`src/csf_pkg.sv`:
```
// Notes on behaviour
// - Every decoder event owns a status flag; flags are raised at FIFO output.
// - Decoder flags block start when the next word to read opens a block.
// - Decoder flags missing sync at block start when no sync preceded it.
// - Decoder flags bad length when the previous block was not 2352 bytes.
// - Decoder flags CRC failure at block start when the previous block failed.
// - Encoder order is CRC insert, then scramble, then byte swap.
// - Control register fields steer CRC mode, scrambling and swap.
// - Encoder starts a block on the word after the sync pattern.
// - Encoder also starts a block 2352 bytes after the previous start.
// - Encoder block start event fires when that block's first word leaves.
// - Encoder flags missing sync when the block start came from the count.
// - Encoder flags bad length when the previous block was not 2352 bytes.
// - Only the receive FIFO two and transmit FIFO three drive DMA requests.
// - Select bit zero routes transmit FIFO empty onto that request line.
// - Select bit one routes transmit FIFO empty onto that request line.
// - Without sync a block starts one block length after the previous.
// - Inserted CRC replaces whatever software wrote in the CRC slot.
package csf_pkg;

  // ********************
  // Framing constants
  // ********************
  localparam int BLOCK_BYTES = 2352;
  localparam int WORD_BYTES = 4;
  localparam logic [9:0] BLOCK_WORDS = 10'(BLOCK_BYTES / WORD_BYTES);
  localparam logic [31:0] SYNC_W0 = 32'h00ffffff;
  localparam logic [31:0] SYNC_W1 = 32'hffffffff;
  localparam logic [31:0] SYNC_W2 = 32'hffffff00;
  localparam logic [9:0] EDC_FIRST_M1 = 10'h000;
  localparam logic [9:0] EDC_FIRST_M2 = 10'h004;
  localparam logic [9:0] EDC_SLOT_M1 = 10'h204;
  localparam logic [9:0] EDC_SLOT_F1 = 10'h206;
  localparam logic [9:0] EDC_SLOT_F2 = 10'h24b;
  localparam logic [31:0] EDC_POLY = 32'hd8018001;
  localparam logic [31:0] EDC_INIT = 32'h00000000;
  localparam logic [14:0] SCR_SEED = 15'h0001;
  localparam logic [9:0] SCR_END = 10'h249;

  // ********************
  // Register map (word indices)
  // ********************
  localparam logic [7:0] IDX_CTRL = 8'h90;
  localparam logic [7:0] IDX_STAT = 8'h91;
  localparam logic [7:0] IDX_MASK = 8'h92;
  localparam logic [7:0] IDX_DMA = 8'h9f;
  localparam int CTL_W = 9;
  localparam int CTL_ENC_MODE = 0;
  localparam int CTL_ENC_SCR = 2;
  localparam int CTL_ENC_SYNC = 3;
  localparam int CTL_ENC_SWAP = 4;
  localparam int CTL_DEC_MODE = 6;
  localparam int CTL_DEC_SYNC = 8;
  localparam logic [8:0] CTRL_RST = 9'h000;
  localparam int ST_W = 7;
  localparam int ST_DEC_START = 0;
  localparam int ST_DEC_SYNC_MISSING_FLAG = 1;
  localparam int ST_DEC_BADLEN = 2;
  localparam int ST_DEC_CRC = 3;
  localparam int ST_ENC_START = 4;
  localparam int ST_ENC_SYNC_MISSING_FLAG = 5;
  localparam int ST_ENC_BADLEN = 6;
  localparam int DMA_W = 2;
  localparam int DMA_REQ0_BIT = 0;
  localparam int DMA_REQ1_BIT = 1;

  typedef enum logic [1:0] {NO_CRC, MODE1, M2F1, M2F2} csf_mode_e;
  typedef enum logic [1:0] {SW_NONE, SW_HALF, SW_BYTE, SW_REV} csf_swap_e;

  // First word covered by the CRC
  function automatic logic [9:0] csf_edc_first(input logic [1:0] m);
    return (m == MODE1) ? EDC_FIRST_M1 : EDC_FIRST_M2;
  endfunction

  // Word index that carries the CRC
  function automatic logic [9:0] csf_edc_slot(input logic [1:0] m);
    return (m == MODE1) ? EDC_SLOT_M1 : (m == M2F1) ? EDC_SLOT_F1 : EDC_SLOT_F2;
  endfunction

  // Reflected CRC over one word, high byte first
  function automatic logic [31:0] csf_crc_word(input logic [31:0] c, input logic [31:0] w);
    logic [31:0] r;
    r = c;
    for (int b = 3; b >= 0; b--)
    begin
      r[7:0] = r[7:0] ^ w[b*8 +: 8];
      for (int i = 0; i < 8; i++)
        r = r[0] ? ((r >> 1) ^ EDC_POLY) : (r >> 1);
    end
    return r;
  endfunction

  // Scrambler: returns {next lfsr, 32 key bits}
  function automatic logic [46:0] csf_scr_step(input logic [14:0] s);
    logic [14:0] l;
    logic [31:0] k;
    l = s;
    k = '0;
    for (int b = 3; b >= 0; b--)
      for (int i = 0; i < 8; i++)
      begin
        k[b*8+i] = l[0];
        l = {l[0] ^ l[1], l[14:1]};
      end
    return {l, k};
  endfunction

  // Byte swap of one longword
  function automatic logic [31:0] csf_swap(input logic [31:0] w, input logic [1:0] s);
    unique case (s)
      SW_NONE: return w;
      SW_HALF: return {w[15:0], w[31:16]};
      SW_BYTE: return {w[23:16], w[31:24], w[7:0], w[15:8]};
      SW_REV: return {w[7:0], w[15:8], w[23:16], w[31:24]};
    endcase
  endfunction

endpackage

```
`src/csf_encoder.sv`:
```
module csf_encoder (
  input wire logic clk,
  input wire logic rst,
  input wire logic [1:0] mode,
  input wire logic scr_en,
  input wire logic sync_en,
  input wire logic [1:0] swap_sel,
  input wire logic [31:0] in_word,
  input wire logic in_valid,
  output logic in_ready,
  output logic [31:0] out_word,
  output logic out_valid,
  input wire logic out_ready,
  output logic ev_start,
  output logic ev_sync_missing_flag,
  output logic ev_badlen
);
  typedef struct packed {
    logic [9:0] cnt;
    logic pend;
    logic pend_sync_missing_flag;
    logic pend_bad;
    logic [31:0] h0;
    logic [31:0] h1;
    logic [31:0] crc;
    logic [14:0] lfsr;
    logic [31:0] word;
    logic full;
    logic rdy;
    logic first;
    logic sync_missing_flag;
    logic bad;
    logic ev_s;
    logic ev_n;
    logic ev_b;
  } csf_enc_s;

  csf_enc_s st;
  csf_enc_s next_st;
  logic [9:0] idx;
  logic [31:0] crc_now;
  logic [46:0] scr;
  logic take;

  // Position of the incoming word and running CRC; a pending start restarts both
  assign idx = st.pend ? '0 : st.cnt;
  assign crc_now = st.pend ? csf_pkg::EDC_INIT : st.crc;
  assign scr = csf_pkg::csf_scr_step(st.pend ? csf_pkg::SCR_SEED : st.lfsr);
  assign take = in_valid && st.rdy;

  // One word held at a time: ready stays a flop at the cost of half rate
  always_comb
  begin
    logic [31:0] w;
    w = in_word;
    next_st = st;
    next_st.ev_s = 1'b0;
    next_st.ev_n = 1'b0;
    next_st.ev_b = 1'b0;
    if (mode != csf_pkg::NO_CRC && idx == csf_pkg::csf_edc_slot(mode))
      w = crc_now;
    if (scr_en && idx < csf_pkg::SCR_END)
      w = w ^ scr[31:0];
    if (st.full && out_ready)
    begin
      next_st.full = 1'b0;
      next_st.rdy = 1'b1;
      next_st.ev_s = st.first;
      next_st.ev_n = st.first && st.sync_missing_flag;
      next_st.ev_b = st.first && st.bad;
    end
    if (take)
    begin
      next_st.full = 1'b1;
      next_st.rdy = 1'b0;
      next_st.word = csf_pkg::csf_swap(w, swap_sel);
      next_st.first = st.pend;
      next_st.sync_missing_flag = st.pend_sync_missing_flag;
      next_st.bad = st.pend_bad;
      if (idx >= csf_pkg::csf_edc_first(mode) && idx < csf_pkg::csf_edc_slot(mode))
        next_st.crc = csf_pkg::csf_crc_word(crc_now, in_word);
      else
        next_st.crc = crc_now;
      next_st.lfsr = scr[46:32];
      next_st.h0 = st.h1;
      next_st.h1 = in_word;
      next_st.cnt = idx + 10'h001;
      next_st.pend = 1'b0;
      if (sync_en && st.h0 == csf_pkg::SYNC_W0 && st.h1 == csf_pkg::SYNC_W1
          && in_word == csf_pkg::SYNC_W2)
      begin
        next_st.pend = 1'b1;
        next_st.pend_sync_missing_flag = 1'b0;
        next_st.pend_bad = (idx + 10'h001) != csf_pkg::BLOCK_WORDS;
      end
      else if ((idx + 10'h001) == csf_pkg::BLOCK_WORDS)
      begin
        next_st.pend = 1'b1;
        next_st.pend_sync_missing_flag = 1'b1;
        next_st.pend_bad = 1'b0;
      end
    end
  end

  // State register; the first word after reset opens a block with no sync seen
  always_ff @(posedge clk or posedge rst)
  begin
    if (rst)
      st <= '{pend: 1'b1, pend_sync_missing_flag: 1'b1, rdy: 1'b1, lfsr: csf_pkg::SCR_SEED, default: '0};
    else
      st <= next_st;
  end

  assign in_ready = st.rdy;
  assign out_word = st.word;
  assign out_valid = st.full;
  assign ev_start = st.ev_s;
  assign ev_sync_missing_flag = st.ev_n;
  assign ev_badlen = st.ev_b;
endmodule

```
`src/csf_framer.sv`:
```
module csf_framer (
  input wire logic clk,
  input wire logic rst,
  input wire logic [7:0] avs_address,
  input wire logic avs_read,
  input wire logic avs_write,
  input wire logic [31:0] avs_writedata,
  input wire logic [3:0] avs_byteenable,
  output logic [31:0] avs_readdata,
  output logic avs_waitrequest,
  input wire logic [31:0] rx_head_word,
  input wire logic rx_head_valid,
  input wire logic rx_pop,
  input wire logic rx_fifo_two_full,
  input wire logic [31:0] tx_in_word,
  input wire logic tx_in_valid,
  output logic tx_in_ready,
  output logic [31:0] tx_out_word,
  output logic tx_out_valid,
  input wire logic tx_out_ready,
  input wire logic tx_fifo_three_empty,
  output logic dma_request_zero,
  output logic dma_request_one,
  output logic irq
);

  // ********************
  // State
  // ********************
  typedef struct packed {
    logic [csf_pkg::CTL_W-1:0] ctrl;
    logic [csf_pkg::ST_W-1:0] status;
    logic [csf_pkg::ST_W-1:0] mask;
    logic [csf_pkg::DMA_W-1:0] dsel;
    logic wait_req;
    logic [31:0] rdata;
    logic irq;
    logic dreq0;
    logic dreq1;
    logic [9:0] cnt;
    logic pend;
    logic announced;
    logic pend_sync_missing_flag;
    logic pend_bad;
    logic pend_crc;
    logic [31:0] h0;
    logic [31:0] h1;
    logic [31:0] crc;
    logic crc_bad;
  } csf_top_s;

  csf_top_s st;
  csf_top_s next_st;

  logic enc_start;
  logic enc_sync_missing_flag;
  logic enc_badlen;
  logic [1:0] dec_mode;
  logic dec_sync_en;
  logic pop;
  logic [9:0] d_idx;
  logic [31:0] d_crc;
  logic d_sync_hit;
  logic d_at_slot;
  logic [csf_pkg::ST_W-1:0] ev_set;
  logic [csf_pkg::ST_W-1:0] ev_clr;
  logic [31:0] be_mask;
  logic wr_now;

  // ********************
  // Helpers
  // ********************

  // Byte-lane mask from Avalon byte enables
  function automatic logic [31:0] lane_mask(input logic [3:0] be);
    logic [31:0] m;
    m = '0;
    for (int i = 0; i < 4; i++)
      m[i*8 +: 8] = {8{be[i]}};
    return m;
  endfunction

  // Register read decode; unmapped indices read as zero
  function automatic logic [31:0] reg_read(input csf_top_s s, input logic [7:0] a);
    logic [31:0] r;
    r = '0;
    unique case (a)
      csf_pkg::IDX_CTRL: r[csf_pkg::CTL_W-1:0] = s.ctrl;
      csf_pkg::IDX_STAT: r[csf_pkg::ST_W-1:0] = s.status;
      csf_pkg::IDX_MASK: r[csf_pkg::ST_W-1:0] = s.mask;
      csf_pkg::IDX_DMA: r[csf_pkg::DMA_W-1:0] = s.dsel;
      default: r = '0;
    endcase
    return r;
  endfunction

  // ********************
  // Encoder path
  // ********************

  // Control fields steer the encoder stages directly
  csf_encoder u_enc (
    .clk(clk),
    .rst(rst),
    .mode(st.ctrl[csf_pkg::CTL_ENC_MODE +: 2]),
    .scr_en(st.ctrl[csf_pkg::CTL_ENC_SCR]),
    .sync_en(st.ctrl[csf_pkg::CTL_ENC_SYNC]),
    .swap_sel(st.ctrl[csf_pkg::CTL_ENC_SWAP +: 2]),
    .in_word(tx_in_word),
    .in_valid(tx_in_valid),
    .in_ready(tx_in_ready),
    .out_word(tx_out_word),
    .out_valid(tx_out_valid),
    .out_ready(tx_out_ready),
    .ev_start(enc_start),
    .ev_sync_missing_flag(enc_sync_missing_flag),
    .ev_badlen(enc_badlen)
  );

  // ********************
  // Decoder framing
  // ********************

  // The decoder watches the receive FIFO head, so events line up with reads
  assign dec_mode = st.ctrl[csf_pkg::CTL_DEC_MODE +: 2];
  assign dec_sync_en = st.ctrl[csf_pkg::CTL_DEC_SYNC];
  assign pop = rx_pop && rx_head_valid;
  assign d_idx = st.pend ? '0 : st.cnt;
  assign d_crc = st.pend ? csf_pkg::EDC_INIT : st.crc;
  assign d_at_slot = dec_mode != csf_pkg::NO_CRC && d_idx == csf_pkg::csf_edc_slot(dec_mode);

  // Sync is three whole words ending with the one being read
  assign d_sync_hit = dec_sync_en && st.h0 == csf_pkg::SYNC_W0
    && st.h1 == csf_pkg::SYNC_W1 && rx_head_word == csf_pkg::SYNC_W2;

  // ********************
  // Event collection
  // ********************

  // Decoder events fire once, when the opening word shows at the FIFO head
  always_comb
  begin
    ev_set = '0;
    if (st.pend && rx_head_valid && !st.announced)
    begin
      ev_set[csf_pkg::ST_DEC_START] = 1'b1;
      ev_set[csf_pkg::ST_DEC_SYNC_MISSING_FLAG] = st.pend_sync_missing_flag;
      ev_set[csf_pkg::ST_DEC_BADLEN] = st.pend_bad;
      ev_set[csf_pkg::ST_DEC_CRC] = st.pend_crc;
    end
    ev_set[csf_pkg::ST_ENC_START] = enc_start;
    ev_set[csf_pkg::ST_ENC_SYNC_MISSING_FLAG] = enc_sync_missing_flag;
    ev_set[csf_pkg::ST_ENC_BADLEN] = enc_badlen;
  end

  // ********************
  // Bus decode
  // ********************

  // A write lands at the edge where the master sees waitrequest low
  assign wr_now = avs_write && !st.wait_req;
  assign be_mask = lane_mask(avs_byteenable);
  assign ev_clr = (wr_now && avs_address == csf_pkg::IDX_STAT)
    ? avs_writedata[csf_pkg::ST_W-1:0] & be_mask[csf_pkg::ST_W-1:0] : '0;

  // ********************
  // Next state
  // ********************
  always_comb
  begin
    logic [31:0] wv;
    logic blk_crc_bad;
    wv = avs_writedata & be_mask;
    blk_crc_bad = 1'b0;
    next_st = st;

    // One wait state per access keeps read data and write timing fixed
    if ((avs_read || avs_write) && st.wait_req)
    begin
      next_st.wait_req = 1'b0;
      next_st.rdata = reg_read(st, avs_address);
    end
    else
    begin
      next_st.wait_req = 1'b1;
    end

    // Register writes honour byte lanes
    if (wr_now)
    begin
      unique case (avs_address)
        csf_pkg::IDX_CTRL:
          next_st.ctrl = (st.ctrl & ~be_mask[csf_pkg::CTL_W-1:0])
            | wv[csf_pkg::CTL_W-1:0];
        csf_pkg::IDX_MASK:
          next_st.mask = (st.mask & ~be_mask[csf_pkg::ST_W-1:0])
            | wv[csf_pkg::ST_W-1:0];
        csf_pkg::IDX_DMA:
          next_st.dsel = (st.dsel & ~be_mask[csf_pkg::DMA_W-1:0])
            | wv[csf_pkg::DMA_W-1:0];
        default:
          next_st.ctrl = st.ctrl;
      endcase
    end

    // Sticky status: a set in the clearing cycle survives
    next_st.status = (st.status & ~ev_clr) | ev_set;
    next_st.irq = |(next_st.status & next_st.mask);

    // DMA lines are registered, so each drops one cycle after its cause
    next_st.dreq0 = st.dsel[csf_pkg::DMA_REQ0_BIT]
      ? tx_fifo_three_empty : rx_fifo_two_full;
    next_st.dreq1 = st.dsel[csf_pkg::DMA_REQ1_BIT]
      ? tx_fifo_three_empty : rx_fifo_two_full;

    // Mark the head as announced so the flags fire only once
    if (st.pend && rx_head_valid)
    begin
      next_st.announced = 1'b1;
    end

    // Word consumed from the FIFO head
    if (pop)
    begin
      if (d_idx >= csf_pkg::csf_edc_first(dec_mode)
          && d_idx < csf_pkg::csf_edc_slot(dec_mode))
        next_st.crc = csf_pkg::csf_crc_word(d_crc, rx_head_word);
      else
        next_st.crc = d_crc;
      blk_crc_bad = (st.pend ? 1'b0 : st.crc_bad)
        | (d_at_slot && rx_head_word != d_crc);
      next_st.crc_bad = blk_crc_bad;
      next_st.h0 = st.h1;
      next_st.h1 = rx_head_word;
      next_st.cnt = d_idx + 10'h001;
      next_st.pend = 1'b0;
      next_st.announced = 1'b0;
      if (d_sync_hit)
      begin
        next_st.pend = 1'b1;
        next_st.pend_sync_missing_flag = 1'b0;
        next_st.pend_bad = (d_idx + 10'h001) != csf_pkg::BLOCK_WORDS;
        next_st.pend_crc = blk_crc_bad;
      end
      else if ((d_idx + 10'h001) == csf_pkg::BLOCK_WORDS)
      begin
        next_st.pend = 1'b1;
        next_st.pend_sync_missing_flag = 1'b1;
        next_st.pend_bad = 1'b0;
        next_st.pend_crc = blk_crc_bad;
      end
    end
  end

  // ********************
  // State register
  // ********************

  // First word after reset opens a block that had no sync in front of it
  always_ff @(posedge clk or posedge rst)
  begin
    if (rst)
      st <= '{ctrl: csf_pkg::CTRL_RST, wait_req: 1'b1, pend: 1'b1,
        pend_sync_missing_flag: 1'b1, default: '0};
    else
      st <= next_st;
  end

  // ********************
  // Outputs
  // ********************
  assign avs_readdata = st.rdata;
  assign avs_waitrequest = st.wait_req;
  assign dma_request_zero = st.dreq0;
  assign dma_request_one = st.dreq1;
  assign irq = st.irq;
endmodule

```
`config.mk`:
```
export PLATFORM = sky130hd
export DESIGN_NAME = csf_framer
export DESIGN_NICKNAME = d
export VERILOG_FILES = /design/src/csf_pkg.sv /design/src/csf_encoder.sv /design/src/csf_framer.sv
export SDC_FILE = /design/constraint.sdc
export NUM_CORES = 1
export LEC_CHECK = 0
export BUFFER_PORTS_ARGS = -buffer_cell sky130_fd_sc_hd__buf_2
export CAP_MARGIN = 10
export CORE_AREA = 2 2 213 215
export CTS_BUF_LIST = sky130_fd_sc_hd__clkbuf_8
export DETAILED_ROUTE_END_ITERATION = 7
export DIE_AREA = 0 0 215 217
export PLACE_DENSITY = 0.73
export SLEW_MARGIN = 10
export SYNTH_ARGS = -nofsm -noshare
export SYNTH_HDL_FRONTEND = slang
export SYNTH_SLANG_ARGS = --single-unit
```
`constraint.sdc`:
```
create_clock -name clk -period 14 [get_ports clk]
set_input_delay 2.1 -clock clk [delete_from_list [all_inputs] [get_ports clk]]
set_output_delay 2.1 -clock clk [all_outputs]
set_load 0.02 [all_outputs]
```
==> flow_metrics.env <==
export IMPL_cp_max_fo=90
export IMPL_netlist_area_leader_share_pct=38.8
export IMPL_via_count=16300
export IMPL_synth_edff_count=0
export IMPL_htree_levels=2
export IMPL_worst_path_buf_inv=3
export IMPL_ant_nets=0
export IMPL_synthSimpleGateAreaFrac_pct=20.9
export IMPL_numCtsBuffers=59
export IMPL_grt_overflow_total=0
export IMPL_whs_path_depth=2
export IMPL_status="finished clean"
export IMPL_arrival_ps=5260
export IMPL_syn_avg_cell_area_um2=8.58
export IMPL_wl_per_cell_um=18.3
export IMPL_r2r_end="u_enc.st[81]"
export IMPL_die_area_mm2=0.0467
export IMPL_synthToLayoutAreaGrowth_pct=8.50
export IMPL_cts_tree="done"
export IMPL_regToRegStartpoint="u_enc.st[153]"
export IMPL_fin_crit_sh_pct=33.5
export IMPL_crit_path_end_kind="flip-flop"
export IMPL_syn_area_mm2=0.0198
export IMPL_fmax_mhz=213
export IMPL_ys_types=76
export IMPL_power_density_mw_per_mm2=259
export IMPL_min_delay_start="st[54]"
export IMPL_first_pass_iters=5
export IMPL_cts_hold_buf=0
export IMPL_grt_max_degree=194
export IMPL_yosys_register_bits=314
export IMPL_start_kind="flip-flop"
export IMPL_crit_type="flip-flop to flip-flop"
export IMPL_cp_slowest_stage_delay_ps=720
export IMPL_core_area_mm2=0.0447
export IMPL_fillers=4228
export IMPL_p_leak_uw=0.00977
export IMPL_synth_compound_area_share_pct=12.0
export IMPL_path_cells="buf_4, nand2b_1, inv_1, ha_1, o21a_1, o21a_1, o31ai_1, a21oi_1, or2_2, nor2_1, inv_1, o21ai_0"
export IMPL_synthAdderAreaFrac_pct=1.39
export IMPL_cts_path_max_buffers=3
export IMPL_clkTransAtPathRegs_ps=60
export IMPL_skew_ps=58.5
export IMPL_grt_pass1_wl_um=86200
export IMPL_wl_um=54000
export IMPL_rsz0062_at_grt="no"
export IMPL_pin_count=188
export IMPL_drt_initial_drc_count=1524
export IMPL_place_gp_congestion=0.946
export IMPL_placement_io_buffers=139
export IMPL_synth_area_leaders="dfrtp_1, xnor2_1, nand2_1"
export IMPL_maxSlewViolCount=0
export IMPL_route_detailed_drc=0
export IMPL_start_util_pct=44.3
export IMPL_dieHeight_um=217
export IMPL_worst_endpoint_required_ps=14570
export IMPL_nNetsFinal=2440
export IMPL_synth_commonest_cells="nand2_1, dfrtp_1, xnor2_1"
export IMPL_post_cts_buffers=0
export IMPL_root_buffer="clkbuf_8"
export IMPL_yosysMostFrequentCell="nand2_1"
export IMPL_setup_violations=0
export IMPL_grt_pass1_vias=15500
export IMPL_drv_cap=0
export IMPL_synth_top_area_cell="dfrtp_1"
export IMPL_hold_end="st[86]"
export IMPL_synth_warning_count=0
export IMPL_gr_usage_met2_pct=36.1
export IMPL_synth_main_ff_cell="dfrtp_1"
export IMPL_tightest_slew_ps=1250
export IMPL_syn_inst=2306
export IMPL_crit_family="buffers and inverters"
export IMPL_dp_cells=2839
export IMPL_tns_ps=0
export IMPL_hold_viol=0
export IMPL_slowest_stage="nor2_1"
export IMPL_cts_resized=0
export IMPL_synth_xor_area_share_pct=17.2
export IMPL_irDropWorstVdd_v=0.000864
export IMPL_use_met1_pct=31.6
export IMPL_synthMuxAreaShare_pct=1.98
export IMPL_worst_r2r_setup_slack_ps=9320
export IMPL_antenna_found_initial=0
export IMPL_fin_crit_ps=4680
export IMPL_synth_async_reset_ratio_pct=100
export IMPL_cts_sink_count=314
export IMPL_dp_hpwl_um=37100
export IMPL_clock_latency_ps=680
export IMPL_final_layout_size_suffix_gt1_share_pct=13.4
export IMPL_fin_cells=2950
export IMPL_globalRoute_busiestLayer="met2"
export IMPL_r2r_cells=12
export IMPL_n_antenna_cell=0
export IMPL_rows=78
export IMPL_hp_class="flip-flop to flip-flop"
export IMPL_die_x_um=215
export IMPL_p_total_uw=5570
export IMPL_synth_seq_area_share_pct=39.7
export IMPL_slew_limit_headroom_pct=17.0
export IMPL_grt_total_usage_pct=23.0
export IMPL_met3_usage_pct=4.77
export IMPL_synth_top_family_by_area="simple AND/OR/NAND/NOR gates"
export IMPL_viasPerCell=5.51
## flip-flops by register name, summed over array words and instances, names as in the netlist, named ones only
name,cells
u_enc.st,127
st,126
u_enc.out_word,32
avs_readdata,9
avs_waitrequest,1
dma_request_one,1
dma_request_zero,1
irq,1
u_enc.ev_badlen,1
u_enc.ev_start,1
u_enc.ev_sync_missing_flag,1
u_enc.in_ready,1
u_enc.out_valid,1
## layout make-up
cell class | instances | area [um2] | share of cell area (%)
clock inverter | 37 | 235 | 1.10
tap | 600 | 751 | 3.50
multi-input combinational | 1746 | 10700 | 49.8
timing repair buffer | 153 | 813 | 3.79
clock buffer | 74 | 1020 | 4.74
inverter | 26 | 105 | 0.489
sequential | 314 | 7870 | 36.6
## layout by cell type, fill, tap and decap left out, drive strengths merged, types with 35 or more instances in the layout
master and instances:
clkbuf 74, nand2 580, inv 45, nand4 43, a22oi 35, xnor2 284
dfrtp 307, xor2 89, buf 153, a21oi 48, nor2 153, o21ai 124
## stage by stage
stage	utilization (%)	setup WS, ps	instance area (um2)	hold WS (ps)
floorplan	-	3230	19900	423
global placement	45.2	9220	20200	451
detailed placement	45.2	9170	20200	454
CTS	48.0	9380	21500	468
global route	48.0	9040	21500	474
finish	48.0	9320	21500	453
## worst reg2reg max path, stage by stage (launching register included)
cell and delay [ps]:
dfstp_2 540, buf_4 700, nand2b_1 270, inv_1 60, ha_1 310, o21a_1 110, o21a_1 180, o31ai_1 280
a21oi_1 120, or2_2 350, nor2_1 720, inv_1 610, o21ai_0 340
## metal layers
layer | wire length [um] | vias to the layer above
li1 | - | 7590
met4 | 1800 | 0
met1 | 23500 | 7870
met2 | 24400 | 680
met3 | 4340 | 126
met5 | 0 | -
## cell families (layout without fill, tap and decap cells)
logic type                 Yosys count  count (layout)
adders and majority gates           22              22
muxes                               34              34
xor gates and xnor gates           378             378
other                                1              23
DFF                                314             314
AOI/OAI and AO/OA                  348             348
and+or+nand+nor                    941             941
buffers and inverters              268             290
## report_power, final
part           switching [uW]  total (uW)  internal [uW]
Combinational            1600        3080           1480
Clock                     433         950            517
Sequential                336        1540           1200
## how the worst max path moves through the flow
stage	from	end	slack (ps)	cells past startpoint
5_1_grt	u_enc.st[153]	u_enc.st[84]	9040	12
6_report	u_enc.st[153]	u_enc.st[81]	9320	12
3_5_place_dp	avs_address[6]	irq	9170	8
3_3_place_gp	avs_address[6]	irq	9220	8
4_1_cts	u_enc.st[153]	u_enc.st[81]	9380	12
2_1_floorplan	rst	async pin	3230	1
No activity file was read; power rests on OpenSTA's default activity.
